--- config.mk ---
export PLATFORM = sky130hd
export DESIGN_NAME = lpm_ctrl
export DESIGN_NICKNAME = d
export VERILOG_FILES = /design/src/lpm_pkg.sv /design/src/lpm_osc_if.sv /design/src/lpm_osc_req.sv /design/src/lpm_ctrl.sv
export VERILOG_INCLUDE_DIRS = /design/src /design/src/src
export SDC_FILE = /design/constraint.sdc
export NUM_CORES = 1
export LEC_CHECK = 0
export BUFFER_PORTS_ARGS = -buffer_cell sky130_fd_sc_hd__buf_2
export CORE_UTILIZATION = 46
export DETAILED_ROUTE_END_ITERATION = 12
export PLACE_DENSITY = 0.76
export RECOVER_POWER = 50
export SLEW_MARGIN = 20
export SYNTH_ARGS = -nofsm -noshare
export SYNTH_HDL_FRONTEND = slang
export SYNTH_SLANG_ARGS = --single-unit
--- constraint.sdc ---
create_clock -name clk -period 2 [get_ports clk]
set_clock_uncertainty 0.1 [all_clocks]
set_input_delay 0.2 -clock clk [delete_from_list [all_inputs] [get_ports clk]]
set_output_delay 0.2 -clock clk [all_outputs]
set_load 0.1 [all_outputs]
--- src/lpm_cfg.svh ---
`ifndef LPM_CFG_SVH
`define LPM_CFG_SVH

// Wake source vector bit positions
`define LPM_WK_RSTPIN   0
`define LPM_WK_IO       1
`define LPM_WK_RF       2
`define LPM_WK_BOR      3
`define LPM_WK_PVD      4
`define LPM_WK_PVM      5
`define LPM_WK_RTC      6
`define LPM_WK_INDEPENDENT_WATCHDOG     7
`define LPM_WK_COMP     8
`define LPM_WK_SER      9
`define LPM_WK_LPSER    10
`define LPM_WK_I2C      11
`define LPM_WK_LPTIM    12
`define LPM_WK_NUM      13

// Sequencing step time, regulator/clock settle
`define LPM_STEP_NS     20
`define LPM_STEP_CYC    ((`LPM_STEP_NS + 4) / 5)

// Reset values
`define LPM_FEAT_RST    1'b0

`endif

--- src/lpm_pkg.sv ---
package lpm_pkg;
	typedef enum logic [2:0] {
		LPM_RUN      = 3'b000,
		LPM_LOW_POWER_RUN_MODE    = 3'b001,
		LPM_SLEEP    = 3'b011,
		LPM_LOW_POWER_SLEEP_MODE  = 3'b010,
		LPM_STOP0    = 3'b110,
		LPM_STOP1    = 3'b111,
		LPM_STANDBY  = 3'b101,
		LPM_SHUTDOWN = 3'b100
	} lpm_mode_e;

	typedef enum logic [2:0] {
		LPM_S_ACTIVE = 3'b000,
		LPM_S_CLK    = 3'b001,
		LPM_S_MEM    = 3'b011,
		LPM_S_LOW    = 3'b010,
		LPM_S_UNMEM  = 3'b110,
		LPM_S_UNCLK  = 3'b111
	} lpm_seq_e;
endpackage : lpm_pkg

--- src/lpm_osc_if.sv ---
`timescale 1ns/1ps
`default_nettype none
interface lpm_osc_if #(parameter int N = 4);
	logic [N-1:0] req;
	logic         allow;
	logic         osc_on;
	logic [N-1:0] route;
	modport ctl (input req, input allow, output osc_on, output route);
	modport src (output req, output allow, input osc_on, input route);
endinterface : lpm_osc_if
`default_nettype wire

--- src/lpm_osc_req.sv ---
`timescale 1ns/1ps
`default_nettype none
`include "lpm_cfg.svh"
module lpm_osc_req #(
	parameter int N = 4
) (
	input  wire logic clk,
	input  wire logic sys_rst,
	input  wire logic ce,
	lpm_osc_if.ctl    o
);
	logic [N-1:0] route_q;
	logic [N-1:0] route_d;

	// Per-requester routing
	always_comb begin
		route_d = o.allow ? o.req : '0;
	end

	always_ff @(posedge clk) begin
		if (sys_rst)
			route_q <= '0;
		else if (ce)
			route_q <= route_d;
	end

	assign o.route  = route_q;
	// Off once no requester
	assign o.osc_on = |route_q;

	osc_off_a: assert property (@(posedge clk) disable iff (sys_rst)
		ce && !o.allow |=> !o.osc_on)
		else $error("oscillator on without stop mode");
	osc_route_a: assert property (@(posedge clk) disable iff (sys_rst)
		ce && o.allow |=> o.route == $past(o.req))
		else $error("oscillator routed to wrong peripheral");
endmodule : lpm_osc_req
`default_nettype wire

--- src/lpm_ctrl.sv ---
`timescale 1ns/1ps
`default_nettype none
`include "lpm_cfg.svh"
// Overview of operation
// Optional per-mode features reset disabled; software enables them explicitly.
// Stop: peripherals request fast internal oscillator, routed only to requester.
// Serial receivers wake from stop on start, address match or frame.
// Two-wire target wakes from stop only on own address match.
// Only two wake-up pins wake from standby or shutdown; code also wakes on RTC, and in standby on reset pin, BOR, watchdog.
// I/O pull setting held in shutdown, dropped at shutdown exit.
// Low-power run/sleep: radio, random generator off, no PLL.
// Stop: flash off, SRAM kept, non-wake peripherals frozen.
// Stop exits on reset pin, I/O, radio, monitors, timers, serial.
// Standby offers SRAM-retained variant.
// Sleep gates each SRAM bank clock separately.
// Flash power-down only with radio unused and code in SRAM.
// Radio activity in stop enables external fast oscillator.
// I/Os analog with Schmitt trigger off under and after reset.
// Internal reset source disables reset pin pull-up.
// Main supply loss switches backup domain to battery.
// Battery-only operation not left on interrupts or calendar events.
// Battery charger enabled only with main supply present.
// Exactly one tamper input works in battery-only operation.
// Wait instruction enters mode; steps reversed on valid wake.
module lpm_ctrl
	import lpm_pkg::*;
#(
	parameter int NREQ = 4
) (
	// Clock and reset
	input  wire logic              clk,
	input  wire logic              sys_rst,
	input  wire logic              ce,
	// Processor
	input  wire lpm_mode_e         mode_sel,
	input  wire logic              wait_exec,
	input  wire logic              irq_any,
	output logic                   cpu_run,
	output lpm_mode_e              mode_now,
	// Software options
	input  wire logic              sram_ret_en,
	input  wire logic              bank1_gate_en,
	input  wire logic              bank2_gate_en,
	input  wire logic              flash_pd_en,
	input  wire logic              code_in_sram,
	input  wire logic              charge_en,
	input  wire logic              pll_sel,
	// Wake sources, async pins
	input  wire logic              reset_pin_n,
	input  wire logic              first_wakeup_pin,
	input  wire logic              second_wakeup_pin,
	input  wire logic              io_event,
	input  wire logic              tamper_in,
	input  wire logic              main_supply_ok,
	// Wake sources, on-chip
	input  wire logic              radio_active,
	input  wire logic [`LPM_WK_NUM-1:0] wake_src,
	input  wire logic              ser_start,
	input  wire logic              ser_addr,
	input  wire logic              ser_frame,
	input  wire logic              i2c_addr_match,
	input  wire logic              rst_internal,
	input  wire logic [NREQ-1:0]   osc_req,
	// Power and clock controls
	output logic                   main_regulator,
	output logic                   low_power_regulator,
	output logic                   flash_on,
	output logic                   sram_on,
	output logic                   bank1_clk_en,
	output logic                   bank2_clk_en,
	output logic                   periph_freeze,
	output logic                   radio_rng_en,
	output logic                   pll_allowed,
	output logic                   ext_osc_on,
	output logic                   int_osc_on,
	output logic [NREQ-1:0]        int_osc_route,
	output logic                   ser_wake_irq,
	output logic                   i2c_wake_irq,
	// I/O and backup domain
	output logic                   io_analog,
	output logic                   io_pull_hold,
	output logic                   rst_pullup_en,
	output logic                   backup_on_battery,
	output logic                   charger_on,
	output logic                   tamper_det
);
	// Pin synchronisers, three stages
	logic [2:0] rp_s_q, w1_s_q, w2_s_q, io_s_q, tp_s_q, ms_s_q;
	logic [2:0] rp_s_d, w1_s_d, w2_s_d, io_s_d, tp_s_d, ms_s_d;
	logic rp_q, w1_q, w2_q, io_q, tp_q, ms_q;
	logic rp_d, w1_d, w2_d, io_d, tp_d, ms_d;

	always_comb begin
		rp_s_d = {rp_s_q[1:0], reset_pin_n};
		w1_s_d = {w1_s_q[1:0], first_wakeup_pin};
		w2_s_d = {w2_s_q[1:0], second_wakeup_pin};
		io_s_d = {io_s_q[1:0], io_event};
		tp_s_d = {tp_s_q[1:0], tamper_in};
		ms_s_d = {ms_s_q[1:0], main_supply_ok};
		rp_d = (rp_s_q[1] == rp_s_q[2]) ? rp_s_q[2] : rp_q;
		w1_d = (w1_s_q[1] == w1_s_q[2]) ? w1_s_q[2] : w1_q;
		w2_d = (w2_s_q[1] == w2_s_q[2]) ? w2_s_q[2] : w2_q;
		io_d = (io_s_q[1] == io_s_q[2]) ? io_s_q[2] : io_q;
		tp_d = (tp_s_q[1] == tp_s_q[2]) ? tp_s_q[2] : tp_q;
		ms_d = (ms_s_q[1] == ms_s_q[2]) ? ms_s_q[2] : ms_q;
	end

	always_ff @(posedge clk) begin
		if (sys_rst) begin
			{rp_s_q, w1_s_q, w2_s_q, io_s_q, tp_s_q, ms_s_q} <= '0;
			rp_s_q <= 3'h7;
			ms_s_q <= 3'h7;
			{w1_q, w2_q, io_q, tp_q} <= 4'h0;
			rp_q <= 1'b1;
			ms_q <= 1'b1;
		end else if (ce) begin
			{rp_s_q, w1_s_q, w2_s_q, io_s_q, tp_s_q, ms_s_q} <=
				{rp_s_d, w1_s_d, w2_s_d, io_s_d, tp_s_d, ms_s_d};
			{rp_q, w1_q, w2_q, io_q, tp_q, ms_q} <= {rp_d, w1_d, w2_d, io_d, tp_d, ms_d};
		end
	end

	// Sequencer
	lpm_seq_e  st_q, st_d;
	lpm_mode_e mode_q, mode_d;
	logic [7:0] cnt_q, cnt_d;
	logic       was_shut_q, was_shut_d;
	logic       reset_seen_q, reset_seen_d;
	logic       in_stop, in_lp, in_sleep, wake_ok, settle;
	logic [`LPM_WK_NUM-1:0] wk;

	// Serial wake events
	assign ser_wake_irq = (ser_start | ser_addr | ser_frame) & in_stop;
	// Address match only
	assign i2c_wake_irq = i2c_addr_match & in_stop;

	always_comb begin
		wk = wake_src;
		wk[`LPM_WK_RSTPIN] = !rp_q;
		wk[`LPM_WK_IO]     = io_q;
		wk[`LPM_WK_SER]    = ser_wake_irq;
		wk[`LPM_WK_LPSER]  = ser_wake_irq;
		wk[`LPM_WK_I2C]    = i2c_wake_irq;
	end

	assign in_stop  = (st_q != LPM_S_ACTIVE) &&
		(mode_q == LPM_STOP0 || mode_q == LPM_STOP1);
	assign in_sleep = (st_q != LPM_S_ACTIVE) &&
		(mode_q == LPM_SLEEP || mode_q == LPM_LOW_POWER_SLEEP_MODE);
	assign in_lp    = mode_q == LPM_LOW_POWER_RUN_MODE || mode_q == LPM_LOW_POWER_SLEEP_MODE;
	assign settle   = cnt_q == 8'h00;

	always_comb begin
		unique case (mode_q)
			LPM_SLEEP, LPM_LOW_POWER_SLEEP_MODE: wake_ok = irq_any;
			// Stop wake sources
			LPM_STOP0, LPM_STOP1:   wake_ok = |wk;
			// Two wake pins, reset pin, BOR, RTC and watchdog
			LPM_STANDBY:            wake_ok = w1_q | w2_q | !rp_q |
				wake_src[`LPM_WK_BOR] | wake_src[`LPM_WK_RTC] |
				wake_src[`LPM_WK_INDEPENDENT_WATCHDOG];
			LPM_SHUTDOWN:           wake_ok = w1_q | w2_q | wake_src[`LPM_WK_RTC];
			default:                wake_ok = 1'b0;
		endcase
	end

	// Enter on wait, reverse on wake
	always_comb begin
		st_d = st_q;
		mode_d = mode_q;
		cnt_d = (cnt_q != 8'h00) ? cnt_q - 8'h01 : 8'h00;
		was_shut_d = 1'b0;
		reset_seen_d = rst_internal;
		unique case (st_q)
			LPM_S_ACTIVE: begin
				if (wait_exec && mode_sel != LPM_RUN && mode_sel != LPM_LOW_POWER_RUN_MODE) begin
					mode_d = mode_sel;
					st_d = LPM_S_CLK;
					cnt_d = 8'(`LPM_STEP_CYC);
				end else if (wait_exec) begin
					mode_d = mode_sel;
				end
			end
			LPM_S_CLK: if (settle) begin
				st_d = LPM_S_MEM;
				cnt_d = 8'(`LPM_STEP_CYC);
			end
			LPM_S_MEM: if (settle) begin
				st_d = LPM_S_LOW;
			end
			LPM_S_LOW: if (wake_ok) begin
				st_d = LPM_S_UNMEM;
				cnt_d = 8'(`LPM_STEP_CYC);
				was_shut_d = mode_q == LPM_SHUTDOWN;
			end
			LPM_S_UNMEM: if (settle) begin
				st_d = LPM_S_UNCLK;
				cnt_d = 8'(`LPM_STEP_CYC);
			end
			LPM_S_UNCLK: if (settle) begin
				st_d = LPM_S_ACTIVE;
				mode_d = in_lp ? LPM_LOW_POWER_RUN_MODE : LPM_RUN;
			end
			default: st_d = LPM_S_ACTIVE;
		endcase
	end

	always_ff @(posedge clk) begin
		if (sys_rst) begin
			st_q <= LPM_S_ACTIVE;
			mode_q <= LPM_RUN;
			cnt_q <= 8'h00;
			was_shut_q <= 1'b0;
			reset_seen_q <= 1'b1;
		end else if (ce) begin
			st_q <= st_d;
			mode_q <= mode_d;
			cnt_q <= cnt_d;
			was_shut_q <= was_shut_d;
			reset_seen_q <= reset_seen_d;
		end
	end

	// Output state
	logic deep, deep_mem, shut_hold_q, shut_hold_d, anal_q, anal_d;
	assign deep = st_q == LPM_S_MEM || st_q == LPM_S_LOW;
	assign deep_mem = deep && (mode_q == LPM_STANDBY || mode_q == LPM_SHUTDOWN);

	always_comb begin
		shut_hold_d = shut_hold_q;
		// Hold in shutdown, drop on exit
		if (st_q == LPM_S_LOW && mode_q == LPM_SHUTDOWN)
			shut_hold_d = 1'b1;
		if (was_shut_d)
			shut_hold_d = 1'b0;
		// Analog until the first wait instruction
		anal_d = anal_q & !(st_q == LPM_S_ACTIVE && wait_exec);
	end

	always_ff @(posedge clk) begin
		if (sys_rst) begin
			shut_hold_q <= 1'b0;
			anal_q <= 1'b1;
		end else if (ce) begin
			shut_hold_q <= shut_hold_d;
			anal_q <= anal_d;
		end
	end

	assign mode_now = mode_q;
	assign cpu_run  = st_q == LPM_S_ACTIVE;
	assign main_regulator = !in_lp && !(deep && mode_q inside {LPM_STOP1, LPM_STANDBY,
		LPM_SHUTDOWN});
	// Regulator off where SRAM is dropped: shutdown and plain standby
	assign low_power_regulator = !main_regulator && !(deep_mem && !sram_on);
	// Flash power
	assign flash_on = !(deep && mode_q != LPM_SLEEP && mode_q != LPM_LOW_POWER_SLEEP_MODE) &&
		!(flash_pd_en && code_in_sram && !radio_active);
	// Standby retention variant, off by default
	assign sram_on = !(deep_mem && !(mode_q == LPM_STANDBY && sram_ret_en));
	// Independent bank gating
	assign bank1_clk_en = !(in_sleep && bank1_gate_en) && sram_on;
	assign bank2_clk_en = !(in_sleep && bank2_gate_en) && sram_on;
	// Freeze others in stop
	assign periph_freeze = in_stop && deep;
	// No radio, RANDOM_GENERATOR or PLL
	assign radio_rng_en = !in_lp && !deep_mem;
	assign pll_allowed  = !in_lp && pll_sel && !deep;
	// External oscillator for radio
	assign ext_osc_on = !deep || (in_stop && radio_active);
	assign io_analog = anal_q;
	assign io_pull_hold = shut_hold_q;
	// Pull-up off for internal reset
	assign rst_pullup_en = !rst_internal && !reset_seen_q;
	// Battery follows supply only
	assign backup_on_battery = !ms_q;
	// Charger needs main supply
	assign charger_on = charge_en && ms_q;
	// Single tamper input kept
	assign tamper_det = tp_q;

	lpm_osc_if #(.N(NREQ)) osc_bus ();
	assign osc_bus.req = osc_req;
	assign osc_bus.allow = in_stop;
	assign int_osc_on = osc_bus.osc_on;
	assign int_osc_route = osc_bus.route;

	lpm_osc_req #(.N(NREQ)) u_osc (
		.clk     (clk),
		.sys_rst (sys_rst),
		.ce      (ce),
		.o       (osc_bus)
	);


	chg_a: assert property (@(posedge clk) disable iff (sys_rst)
		charger_on |-> ms_q) else $error("charger on without main supply");

	lp_pll_a: assert property (@(posedge clk) disable iff (sys_rst)
		in_lp |-> !pll_allowed && !radio_rng_en) else $error("pll in low power");

	ext_osc_a: assert property (@(posedge clk) disable iff (sys_rst)
		in_stop && radio_active |-> ext_osc_on) else $error("radio without oscillator");

	i2c_wake_a: assert property (@(posedge clk) disable iff (sys_rst)
		i2c_wake_irq |-> i2c_addr_match) else $error("i2c wake without match");

	sd_wake_a: assert property (@(posedge clk) disable iff (sys_rst)
		st_q == LPM_S_LOW && mode_q == LPM_SHUTDOWN && !w1_q && !w2_q &&
		!wake_src[`LPM_WK_RTC] |=> st_q == LPM_S_LOW) else $error("bad shutdown wake");

	pull_drop_a: assert property (@(posedge clk) disable iff (sys_rst)
		ce && was_shut_d |=> !io_pull_hold) else $error("pull kept after shutdown");

	stop_flash_a: assert property (@(posedge clk) disable iff (sys_rst)
		periph_freeze |-> !flash_on && sram_on) else $error("stop memory wrong");

	bat_sw_a: assert property (@(posedge clk) disable iff (sys_rst)
		ce && !ms_d |=> backup_on_battery) else $error("no battery switch");

	seq_back_a: assert property (@(posedge clk) disable iff (sys_rst)
		ce && st_q == LPM_S_LOW && wake_ok |=> st_q == LPM_S_UNMEM) else $error("no wake");
endmodule : lpm_ctrl
`default_nettype wire

-- Word-level counts from Yosys, hierarchy flattened
Cells that the tools add are included.
W data, S select, Z words.
- register bits after elaboration: 45
- input bits: 44
- word-level logic and storage cells: 157
- add/subtract/negate cells: 1
- eq/ne operators: 28
- multiplexer cells: 23
- bitwise operators: 11
- reduce and logical (&&, ||, !) cells: 75
- operator list (cell ; number):
    $mux W8 ; 4
    $logic_and A1 B1 Y1 ; 29
    $mux W3 ; 9
    $pmux W8 S3 ; 1
    $eq A3 B3 Y1 const B ; 6
    $logic_not A1 Y1 ; 18
    $pmux W3 S6 ; 1
    $reduce_and A2 Y1 ; 7
    $eq A3 B2 Y1 const B ; 4
    $reduce_or A12 Y1 ; 1
    $ne A2 B2 Y1 const B ; 5
    $ne A3 B2 Y1 const B ; 3
    $reduce_bool A3 Y1 ; 3
    $logic_not A8 Y1 ; 1
    $or A1 B1 Y1 ; 8
    $reduce_bool A8 Y1 ; 1
    $sub A8 B1 Y8 const B ; 1
    $reduce_and A7 Y1 ; 1
    $eq A1 B1 Y1 ; 6
    $eq A3 B1 Y1 const B ; 2
    $logic_or A1 B1 Y1 ; 6
    $pmux W3 S2 ; 1
    $reduce_or A2 Y1 ; 3
    $mux W1 ; 5
    9 further kinds ; 12

-- Logic depth before layout (Yosys ltp)
Gate-level depths: netlist of run 1.
- depth after elaboration: 10
- gate-level depth with buffers: 8
- gate-level depth less buffers: 8

-- Modules after synthesis
From an unflattened synthesis of run 1, not the netlist that was laid out.
- cell total of the unflattened synthesis: 274
- area, all modules: 2257.2 um^2
- modules (own cells, without submodules) (module ; times used ; cells each ; area each (um^2) ; seq. area each (um^2)):
    lpm_ctrl ; 1 ; 257 ; 2103.3 ; 820.8
    lpm_osc_req ; 1 ; 17 ; 153.9 ; 80.1

-- Worst setup path before layout of run 1
No wires, ideal clock.
- path kind: register to output
- start: reg mode_q[1], in the netlist mode_now[1]
- end: out low_power_regulator
- arrival time: 4057 ps
- path slack: -2357 ps
- stages on the path, launching flop included: 4
- buffers on the path: 0
- cells stage by stage: dfxtp_1 nand2b_1 o221ai_1 nor2_1
- word-level cells in the longest chain between the ends: 7
- elaborated cells on any way between the ends: 20
- classes of those cells: eq/ne: 5; reduce/logical: 15
- ends and longest elaborated chain (element ; line ; source):
    start: declaration ; lpm_ctrl.sv:125 ; lpm_mode_e mode_q, mode_d;
    start signal: assignment ; lpm_ctrl.sv:217 ; mode_q <= mode_d;
    $eq A3 B3 Y1 ; lpm_ctrl.sv:252 ; assign main_regulator = !in_lp && !(deep && mode_q inside {LPM_STOP1, LPM_STANDBY,
    $reduce_bool A3 Y1 ; lpm_ctrl.sv:252 ;
    $logic_and A1 B1 Y1 ; lpm_ctrl.sv:252 ;
    $logic_not A1 Y1 ; lpm_ctrl.sv:252 ;
    $logic_and A1 B1 Y1 * ; lpm_ctrl.sv:252 ;
    via main_regulator ; lpm_ctrl.sv:65 ; output logic main_regulator,
    $logic_not A1 Y1 * ; lpm_ctrl.sv:255 ; assign low_power_regulator = !main_regulator && !(deep_mem && !sram_on);
    $logic_and A1 B1 Y1 * ; lpm_ctrl.sv:255 ;
    end: declaration ; lpm_ctrl.sv:66 ; output logic low_power_regulator,
The timed path passes the listed nets; every way through them passes the cells marked *.

-- Final worst setup path of run 1
- start: reg st_q[0]
- end: out ext_osc_on
- word-level cells in the longest chain between the ends: 4
- elaborated cells on any way between the ends: 8
- classes of those cells: eq/ne: 2; reduce/logical: 6
- ends and longest elaborated chain (element ; line ; source):
    start: declaration ; lpm_ctrl.sv:124 ; lpm_seq_e st_q, st_d;
    start signal: assignment ; lpm_ctrl.sv:216 ; st_q <= st_d;
    $eq A3 B2 Y1 / $reduce_bool A3 Y1 (equally long branches) ; lpm_ctrl.sv:226, lpm_ctrl.sv:146 ;
    $logic_or A1 B1 Y1 / $logic_and A1 B1 Y1 (equally long branches) ; lpm_ctrl.sv:226, lpm_ctrl.sv:146 ;
    $logic_not A1 Y1 / $logic_and A1 B1 Y1 (equally long branches) ; lpm_ctrl.sv:270 ; assign ext_osc_on = !deep || (in_stop && radio_active);
    $logic_or A1 B1 Y1 * ; lpm_ctrl.sv:270 ;
    end: declaration ; lpm_ctrl.sv:74 ; output logic ext_osc_on,
Mark *: on every way between the ends. The rest lies on a longest branch, timed or not.

==> summary.md, run 1 <==
| Metric | Value |
|---|---|
| IO buf count | `65` |
| GR met2 Demand/Resource | `35.5%` |
| WP data arrival | `1630 ps` |
| Post-Synthesis Cells | `277` |
| Min Tclk post-route | `1930 ps` |
| Synth Warn # | `0` |
| Met1 usage | `26.9%` |
| Top cells by area, synth | `dfxtp_1, mux2i_1, nand2_1` |
| Max FFs per register | `8` |
| CP Capture Type | `primary output` |
| Clock latency on the worst-skew pair | `300 ps` |
| Peak Freq | `518 MHz` |
| Hold-fix buffers, CTS | `0` |
| Area growth, synth to finish | `35.9%` |
| Pwr per Cell Area | `1020 nW/µm²` |
| EDFF count, synth | `0` |
| Startpoint types | `flop` |
| Setup-failing EPs final | `0` |
| Initial antenna violation count | `0` |
| Filler cells | `416` |
| Design Area, Final | `3100 µm²` |
| Max Root-Sink Buffers | `2` |
| CP most frequent cell | `nand2_1` |
| RSZ-0062 raised after global routing | `false` |
| Final Util | `65.2%` |
| CP max FO | `7` |
| Via-to-Cell Ratio | `5.31` |
| Initial core utilization | `48.0%` |
| Asr flop ratio synth | `0%` |
| Cell Chain, Critical Path | `o311a_4, buf_4, nand2_1, nand2_1, clkbuf_4` |
| GRT Total Usage | `20.9%` |
| Total gr overflow | `0` |
| Routed wire length per instance | `13.0 µm` |
| Drt first pass iters | `4` |
| Global Route met3 Usage | `4.31%` |
| Total Wirelength | `5460 µm` |
| Hold WC Path Type | `input port to flop` |
| Netlist cell types | `53` |
| Syn Nets | `322` |
| Max-cap violations | `0` |
| CTS buffer count | `5` |
| Synth area leader | `dfxtp_1` |
| First-pass GRT wire length | `8710 µm` |
| Post-synth top area share | `39.5%` |
| Reg area | `913 µm²` |
| DRT antenna net count | `0` |
| Vias | `2,232` |
| Max Slew Vio Count | `0` |
| Antenna cells | `0` |
| Dpl hpwl | `4040 µm` |
| Layout cells sized above 1 | `35.4%` |
| Status | `completed` |
| Relative slew slack | `53.0%` |
| Highest cell delay on the worst timing path | `400 ps` |
| Multi-input logic area | `1390 µm²` |
| Gpl congestion | `0.882` |
| Vias in the first global route | `1,925` |
| Post-placement cell count | `409` |
| Critical path class | `flop to primary output` |
| Site Rows | `25` |
| Seq/Total Area, Yosys | `39.5%` |
| CTS root buffer | `clkbuf_8` |
| Lkg Pwr | `1.32 nW` |
| Post-route DRC | `0` |
| Die area | `5240 µm²` |
| IO Count | `71` |
| Post-synthesis cell area | `2280 µm²` |
| CTS tree | `done` |
| Busiest grt layer | `met2` |
| Worst-margin pin slew | `705 ps` |
| DRT iter0 DRCs | `169` |
| WP data required | `1700 ps` |
| Final Hold Vio Count | `0` |
| Worst path slowest cell | `o311a_4` |
| Top reg by flops | `cnt_q` |
| Max VDD drop | `0.612 mV` |
| Cell Count, Final, Fillers Out | `420` |
| Worst hold margin | `10.9 ps` |
| Placed Area | `2970 µm²` |
| Yosys reg bits | `45` |
| Post-synth top flop | `dfxtp_1` |
| Clk pin slew, worst setup/hold paths | `90 ps` |
| H-tree depth | `2` |
| Core area | `4750 µm²` |
| Die Ht | `72.4 µm` |
| Sink Count | `45` |
| Largest net degree at the start of global routing | `36` |
| NumNets Final | `397` |
| Fin crit share | `96.5%` |
| Die width | `72.4 µm` |
| Syn avg cell area | `8.23 µm²` |
[path summary, 6_finish.rpt]
path	endpoint	cells after the start	slack, ps	startpoint
worst max-delay path	ext_osc_on	5	70	st_q[0]$_SDFFE_PP0P_
worst min register to register	io_analog$_SDFFE_PP1P_	2	360	io_analog$_SDFFE_PP1P_
worst max register to register	cnt_q[4]$_SDFFE_PP0P_	8	140	st_q[0]$_SDFFE_PP0P_
worst min-delay path	ms_s_q[0]$_SDFFE_PP1P_	3	10	main_supply_ok
[cell usage in the layout (no fill, tap or decap), drive strengths merged, types with 6 or more instances in the layout]
master  synthesis  routed
o21ai          15      15
mux2i          20      20
buf             9      73
a21oi          27      27
clkbuf          6      15
nor2           29      29
inv            11      11
nand2          38      38
nor3            6       6
nand3           9       9
dfxtp          45      45
[per-layer routing]
layer	up-vias	wire length (µm)
met5	-	0
met4	0	42
met3	5	324
met2	73	2660
met1	1021	2440
li1	1133	-
[cell families (layout without fill, tap and decap cells)]
kind of cell	count (synthesis)	count (layout)	synth area share, %
simple gates	107	107	22.4
fa+ha+maj	1	1	0.548
buf+inv	27	103	5.10
xor+xnor	2	2	0.768
compound gates	73	73	21.9
mux	22	22	9.76
flops	45	45	39.5
[layout make-up]
class | instances | area share (%)
clock buffer | 5 | 2.22
clock inverter | 3 | 0.767
inverter | 12 | 1.69
multi-input combinational | 205 | 44.9
sequential | 45 | 29.5
tap | 67 | 2.70
timing repair buffer | 83 | 18.2
[power by group]
part	internal, mW	leakage, nW	total [mW]	switching (mW)
clock	0.253	0.0491	0.587	0.334
combinational	0.575	0.906	1.48	0.904
sequential	0.994	0.369	1.11	0.116
total	1.82	1.32	3.18	1.35
[cells in the mapped netlist, types with 3 or more instances]
master / count
nand2_1: 38
nor4_1: 3
inv_1: 11
buf_2: 6
and2_1: 4
nand3_1: 9
o31ai_1: 3
nor2_1: 29
nor3_1: 5
clkbuf_1: 6
dfxtp_1: 45
a31oi_1: 3
o21ai_0: 11
nand2b_1: 5
mux2i_1: 20
a21o_1: 4
o21ai_2: 3
a21oi_1: 26
[worst max-delay path, delay by kind of cell (launching register included)]
kind,cells,cell delay (ps)
flip-flops,1,360
AO/OA/AOI/OAI,1,400
AND/OR/NAND/NOR,2,120
buffers and inverters,2,450
[what timing repair did]
item	in CTS	in global routing
endpoints found under the setup margin	5	7
setup buffers	0	3
resized for setup	4	5
pin swaps	0	1
[per-stage QoR]
step	TNS [ps]	setup slack, ps	total power [mW]
2_1_floorplan	-619	-206	2.13
3_3_place_gp	0	164	2.53
3_5_place_dp	0	121	2.55
4_1_cts	0	10.5	3.14
5_1_grt	0	1.28	3.36
6_report	0	69.3	3.18
Note: power is estimated with default switching activity, not from simulation.
==> inputs of run 2 (changes only) <==
- CORE_UTILIZATION: 46 -> 51
- PLACE_DENSITY: 0.76 -> 0.8
- clock period: 2 -> 1.9 ns (I/O delays scaled with it)
==> summary.md, run 2 (synthesis gave the netlist of run 1 again) <==
| Metric | Value |
|---|---|
| DRT antenna net count | `0 (unchanged)` |
| Max Slew Vio Count | `0 (unchanged)` |
| Final Util | `80.3% (+15 points)` |
| Layout cells sized above 1 | `40.1% (+4.6 points)` |
| Hold-fix buffers, CTS | `0 (unchanged)` |
| Worst reg2reg path endpoint | `cnt_q[4]$_SDFFE_PP0P_` |
| Worst Setup EP | `cnt_q[4]$_SDFFE_PP0P_` |
| Worst Setup SP | `mode_now[1]$_SDFFE_PP0P_` |
| IO buf count | `65 (unchanged)` |
| Status | `finished with violations` |
| Vias | `2,400 (+7.5%)` |
| Pwr per Cell Area | `1090 nW/µm² (+6.5%)` |
| CP Capture Type | `flop` |
| NumNets Final | `406 (+2.3%)` |
| Final worst slack | `-11.4 ps (-80.7 ps)` |
| Via-to-Cell Ratio | `5.83 (+9.6%)` |
| Setup TNS Final | `-11.4 ps (-11.4 ps)` |
| Post-route DRC | `0 (unchanged)` |
| Total Wirelength | `6420 µm (+18%)` |
| Dpl hpwl | `4250 µm (+5.3%)` |
| Die Ht | `68.9 µm (-4.9%)` |
| RSZ-0062 raised after global routing | `true` |
| First-pass GRT wire length | `9140 µm (+5.0%)` |
| Area growth, synth to finish | `45.9%` |
| Max-cap violations | `0 (unchanged)` |
| Design Area, Final | `3330 µm² (+7.3%)` |
| Max VDD drop | `0.945 mV (+54%)` |
| Sink Count | `45 (unchanged)` |
| Placed Area | `3050 µm² (+2.9%)` |
| Top reg by flops | `cnt_q` |
| Cell Count, Final, Fillers Out | `412 (-1.9%)` |
| Drt first pass iters | `5 (+1)` |
| CTS root buffer | `clkbuf_8` |
| Post-placement cell count | `395 (-3.4%)` |
| Min Tclk post-route | `1910 ps` |
| Max Root-Sink Buffers | `2 (unchanged)` |
| Core area | `4140 µm² (-13%)` |
| Setup-failing EPs final | `1 (+1)` |
| Critical path class | `flop to flop` |
| Die width | `68.9 µm (-4.9%)` |
| Antenna cells | `0 (unchanged)` |
| Site Rows | `23 (-8.0%)` |
| CTS buffer count | `5 (unchanged)` |
| Most common cell after layout, fill and taps aside | `buf_2` |
| Peak Freq | `523 MHz` |
| Routed wire length per instance | `15.6 µm (+20%)` |
| GRT Total Usage | `26.2% (+5.3 points)` |
| Fin crit share | `101%` |
| Initial antenna violation count | `0 (unchanged)` |
| Max FFs per register | `8 (unchanged)` |
| DRT iter0 DRCs | `190 (+12%)` |
| Final Hold Vio Count | `0 (unchanged)` |
| Failing checks | `setup timing` |
| Most frequent cells in the layout | `buf_2, dfxtp_1, nand2_1` |
| Overall Power | `3.63 mW (+14%)` |
| Initial core utilization | `55.0% (+7.1 points)` |
| Clk pin slew, worst setup/hold paths | `90 ps (about the same)` |
| Gpl congestion | `0.814 (-7.7%)` |
| CTS tree | `done` |
| Vias in the first global route | `1,982 (+3.0%)` |
| Reg2reg path depth | `7 (-1)` |
| Clock latency on the worst-skew pair | `300 ps (about the same)` |
| Internal reg-to-reg setup slack | `-10 ps (-150 ps)` |
| Worst-margin pin slew | `808 ps (+104 ps)` |
| R2r startpoint | `mode_now[1]$_SDFFE_PP0P_` |
| Largest net degree at the start of global routing | `36 (unchanged)` |
| Total gr overflow | `0 (unchanged)` |
| Startpoint types | `flop` |
| H-tree depth | `2 (unchanged)` |
| WP data required | `2000 ps (+300 ps)` |
| CP max FO | `8 (+1)` |
| WP data arrival | `2010 ps (+380 ps)` |
| IO Count | `71 (unchanged)` |
| Die area | `4740 µm² (-9.5%)` |
| Lkg Pwr | `1.44 nW (+8.4%)` |
| Relative slew slack | `46.1% (-6.9 points)` |
| Hold WC Path Type | `input port to flop` |
run 2: changes by cell type in the layout (fill, tap and decap cells not counted), moves of 2 or more:
cell      before  now
buf_6          0    6
buf_12         7   11
buf_4         18   22
dfxtp_1       41   38
dfxtp_4        3    6
a21oi_2        2    0
a21oi_4        3    5
clkbuf_2       7    5
nand3_1        9    7
run 2: per-stage QoR:
stage                     hold WS [ps]  worst slack (ps)
after global placement             305              92.0
final                             14.3             -11.4
after detailed placement           314              58.8
after CTS                         5.40             -6.86
after global routing              24.4             -58.9
after floorplan                    218              -296
run 2: cell type report:
cell class	count	area (µm²)
multi-input cells	205	1460
inverters	12	52.6
clock buffers	7	97.6
fillers	266	817
repair buffers	92	717
well taps	50	62.6
flip-flops and latches	45	925
clock inverters	1	8.76
run 2: worst max-delay path, stage by stage, from the launching register on:
cell        delay [ps]
dfxtp_4            440
clkinvlp_4         230
a22oi_1            300
o21ai_2            130
a21boi_2           190
buf_4              160
nor3_2              40
a32o_1             220
run 2: worst min path at each step:
stage	startpoint	end	slack (ps)	cells past startpoint
3_5_place_dp	reset_pin_n	rp_s_q[0]$_SDFFE_PP1P_	310	3
5_1_grt	tamper_in	tp_s_q[0]$_SDFFE_PP0P_	20	3
2_1_floorplan	main_supply_ok	ms_s_q[0]$_SDFFE_PP1P_	220	2
3_3_place_gp	reset_pin_n	rp_s_q[0]$_SDFFE_PP1P_	300	3
4_1_cts	reset_pin_n	rp_s_q[0]$_SDFFE_PP1P_	5	3
6_report	reset_pin_n	rp_s_q[0]$_SDFFE_PP1P_	10	3
run 2: routing by layer:
| metal | GRT usage [%] | wire length, µm | vias to the layer above | share of wire, % |
|---|---|---|---|---|
| li1 | - | - | 1148 | - |
| met4 | 11.5 | 241 | 0 | 3.8 |
| met2 | 43.8 | 3260 | 112 | 51 |
| met5 | 0 | 0 | - | 0 |
| met3 | 5.26 | 355 | 26 | 5.5 |
| met1 | 32.5 | 2560 | 1114 | 40 |
run 2: report_power, final:
part / internal [mW] / switching [mW]
combinational: 0.734 / 1.04
clock: 0.342 / 0.327
sequential: 1.05 / 0.137
run 2: what timing repair did:
| item | CTS | global route |
|---|---|---|
| endpoints found under the setup margin | 10 | 15 |
| resized for setup | 10 | 18 |
| pin swaps | 1 | 6 |
| setup buffers | 5 | 4 |
==> inputs of run 3 (changes only) <==
- ABC_AREA: not set -> 1
- CORE_UTILIZATION: 51 -> 50
- PLACE_DENSITY: 0.8 -> 0.79
==> summary.md, run 3 <==
| Metric | Value |
|---|---|
| Status | `finished with violations` |
| Failing checks | `hold timing` |
| Pre-CTS WS | `135 ps (+75.9 ps)` |
| R2r startpoint | `cnt_q[1]$_SDFFE_PP0P_` |
| Fin crit share | `99.1% (-1.5 points)` |
| Layout cells sized above 1 | `30.6% (-9.5 points)` |
| Clock Power Share | `15.2% (-3.2 points)` |
| Comb pwr share | `58.2% (+9.3 points)` |
| Critical path class | `flop to primary output` |
| Sw power | `2.37 mW (+57%)` |
| Dpl hpwl | `3660 µm (-14%)` |
| Worst-margin pin slew | `793 ps (-15.5 ps)` |
| GRT Total Usage | `24.3% (-1.9 points)` |
| Total gr overflow | `0 (unchanged)` |
| Vias | `2,300 (-4.2%)` |
| Peak Freq | `531 MHz (+1.5%)` |
| Most common cell after layout, fill and taps aside | `nand2_1` |
| IO Count | `71 (unchanged)` |
| Seq/Total Area, Yosys | `41.6% (+2.1 points)` |
| Design Area, Final | `2950 µm² (-11%)` |
| Top reg by flops | `cnt_q` |
| Pwr per Cell Area | `1610 nW/µm² (+48%)` |
| Internal cell power | `2.40 mW (+13%)` |
| DRT antenna net count | `0 (unchanged)` |
| EDFF count, synth | `0 (unchanged)` |
| Max-cap violations | `0 (unchanged)` |
| Cell Chain, Critical Path | `inv_1, nand2_1, o21ai_4, o21ai_1, inv_2, buf_12` |
| Post-route DRC | `0 (unchanged)` |
| Worst hold margin | `-0.928 ps (-15.2 ps)` |
| Synth area leader | `dfxtp_1` |
| Final worst slack | `17.2 ps (+28.6 ps)` |
| Largest net degree at the start of global routing | `32 (-11%)` |
| Die area | `4600 µm² (-3.1%)` |
| Hold WC Path Type | `input port to flop` |
| Synth Warn # | `0 (unchanged)` |
| Clock latency on the worst-skew pair | `300 ps (about the same)` |
| CTS root buffer | `clkbuf_8` |
| Syn Nets | `367 (+14%)` |
| Core area | `4090 µm² (-1.4%)` |
| Max Root-Sink Buffers | `2 (unchanged)` |
| Asr flop ratio synth | `0% (unchanged)` |
| Filler cells | `330 (+24%)` |
| Worst Setup EP | `low_power_regulator` |
| Most frequent cells in the layout | `nand2_1, buf_2, dfxtp_1` |
| Startpoint types | `flop` |
| Highest cell delay on the worst timing path | `380 ps (-60 ps)` |
| Vias in the first global route | `2,011 (+1.5%)` |
| CTS tree | `done` |
| Min Tclk post-route | `1880 ps (-28.6 ps)` |
| CP Capture Type | `primary output` |
| Routed wire length per instance | `11.6 µm (-25%)` |
| Drt first pass iters | `4 (-1)` |
| Worst reg2reg path endpoint | `cnt_q[3]$_SDFFE_PP0P_` |
| Final Util | `72.3% (-8.0 points)` |
| Post-synthesis cell area | `2170 µm² (-5.0%)` |
| Sink Count | `45 (unchanged)` |
| Area growth, synth to finish | `36.4%` |
| WP data required | `1610 ps (-390 ps)` |
| Cell Count, Final, Fillers Out | `446 (+8.3%)` |
| Initial core utilization | `53.0% (-2.0 points)` |
| H-tree depth | `2 (unchanged)` |
| Post-synth top area share | `41.6% (+2.1 points)` |
| Setup-failing EPs final | `0 (-1)` |
| Antenna cells | `0 (unchanged)` |
| Setup TNS Final | `0 ps (+11.4 ps)` |
| Post-synth top cells | `nand2_1, nor2_1, dfxtp_1` |
| Die width | `67.8 µm (-1.5%)` |
| Site Rows | `23 (unchanged)` |
| Max FFs per register | `8 (unchanged)` |
| NumNets Final | `440 (+8.4%)` |
| Total Wirelength | `5190 µm (-19%)` |
| RSZ-0062 raised after global routing | `true` |
| Post-Synthesis Cells | `322 (+16%)` |
| Yosys reg bits | `45 (unchanged)` |
| DRT iter0 DRCs | `131 (-31%)` |
| IO buf count | `65 (unchanged)` |
| Seq pwr share | `26.6% (-6.1 points)` |
| Via-to-Cell Ratio | `5.16 (-11%)` |
| CP max FO | `7 (-1)` |
| Clk pin slew, worst setup/hold paths | `90 ps (about the same)` |
| Worst Setup SP | `mode_now[1]$_SDFFE_PP0P_` |
| Top cells by area, synth | `dfxtp_1, nand2_1, nor2_1` |
| Netlist cell types | `27 (-49%)` |
| Worst path slowest cell | `dfxtp_4` |
| Relative slew slack | `47.1% (+1.0 points)` |
| Die Ht | `67.8 µm (-1.5%)` |
| Post-placement cell count | `434 (+9.9%)` |
| Switching share of power | `49.6% (+8.2 points)` |
| Syn avg cell area | `6.73 µm² (-18%)` |
| CTS buffer count | `5 (unchanged)` |
| First-pass GRT wire length | `8370 µm (-8.5%)` |
| Top-count cell post-synth | `nand2_1` |
| Max VDD drop | `0.818 mV (-13%)` |
| Post-synth top flop | `dfxtp_1` |
| Lkg Pwr | `1.34 nW (-6.5%)` |
| Internal reg-to-reg setup slack | `180 ps (+190 ps)` |
| WP data arrival | `1590 ps (-420 ps)` |
| Placed Area | `2740 µm² (-10%)` |
| Final Hold Vio Count | `1 (+1)` |
| Overall Power | `4.77 mW (+31%)` |
| Gpl congestion | `0.877 (+7.7%)` |
| Max Slew Vio Count | `0 (unchanged)` |
| Initial antenna violation count | `0 (unchanged)` |
| Reg2reg path depth | `8 (+1)` |
run 3: worst min-delay path by stage:
| stage | start | endpoint | cells past startpoint |
|---|---|---|---|
| 4_1_cts | io_event | io_s_q[0]$_SDFFE_PP0P_ | 3 |
| 6_report | io_event | io_s_q[0]$_SDFFE_PP0P_ | 3 |
| 5_1_grt | tamper_in | tp_s_q[0]$_SDFFE_PP0P_ | 3 |
| 3_3_place_gp | main_supply_ok | ms_s_q[0]$_SDFFE_PP1P_ | 3 |
| 3_5_place_dp | reset_pin_n | rp_s_q[0]$_SDFFE_PP1P_ | 3 |
| 2_1_floorplan | main_supply_ok | ms_s_q[0]$_SDFFE_PP1P_ | 2 |
run 3: area by class of cell:
cell class | instances | area (µm²) | area share (%)
clock buffers | 5 | 68.8 | 2.33
clock inverters | 3 | 43.8 | 1.48
inverters | 29 | 120 | 4.07
multi-input cells | 237 | 1230 | 41.8
flip-flops and latches | 45 | 918 | 31.1
well taps | 50 | 62.6 | 2.12
repair buffers | 77 | 507 | 17.2
run 3: worst max-delay path: cells and delay by family (launching register included):
kind,cells,cell delay [ps]
compound gates,2,430
flops,1,380
simple gates,1,110
buf+inv,3,370
run 3: layer usage:
layer	vias up	track usage, %	wire length (µm)
li1	1187	-	-
met2	76	44.1	2590
met3	7	5.67	324
met5	-	0	0
met1	1030	27.9	2200
met4	0	7.81	74
run 3: cell families (layout without fill, tap and decap cells):
kind of cell             Yosys count  after routing  synth area share (%)
buffers and inverters             40            114                  7.05
flip-flops                        45             45                  41.6
adder cells (fa/ha/maj)            1              1                 0.578
AO/OA/AOI/OAI                     64             64                  15.9
XOR/XNOR                           4              4                  1.62
AND/OR/NAND/NOR                  168            168                  33.2
run 3: power by group through the flow:
stage	Sequential [mW]	Combinational (mW)	Clock, mW
3_3_place_gp	1.26	2.60	0
4_1_cts	1.25	2.74	0.733
6_report	1.27	2.77	0.726
3_5_place_dp	1.26	2.64	0
2_1_floorplan	1.38	1.92	0
5_1_grt	1.29	3.00	0.770
run 3: timing repair:
item	4_1_cts	5_1_grt
hold buffers	1	0
gates resized for setup	12	14
setup endpoints to repair	6	15
setup buffers	2	1
endpoints found under the hold margin	1	0
pin swaps	1	3
gates cloned	0	0
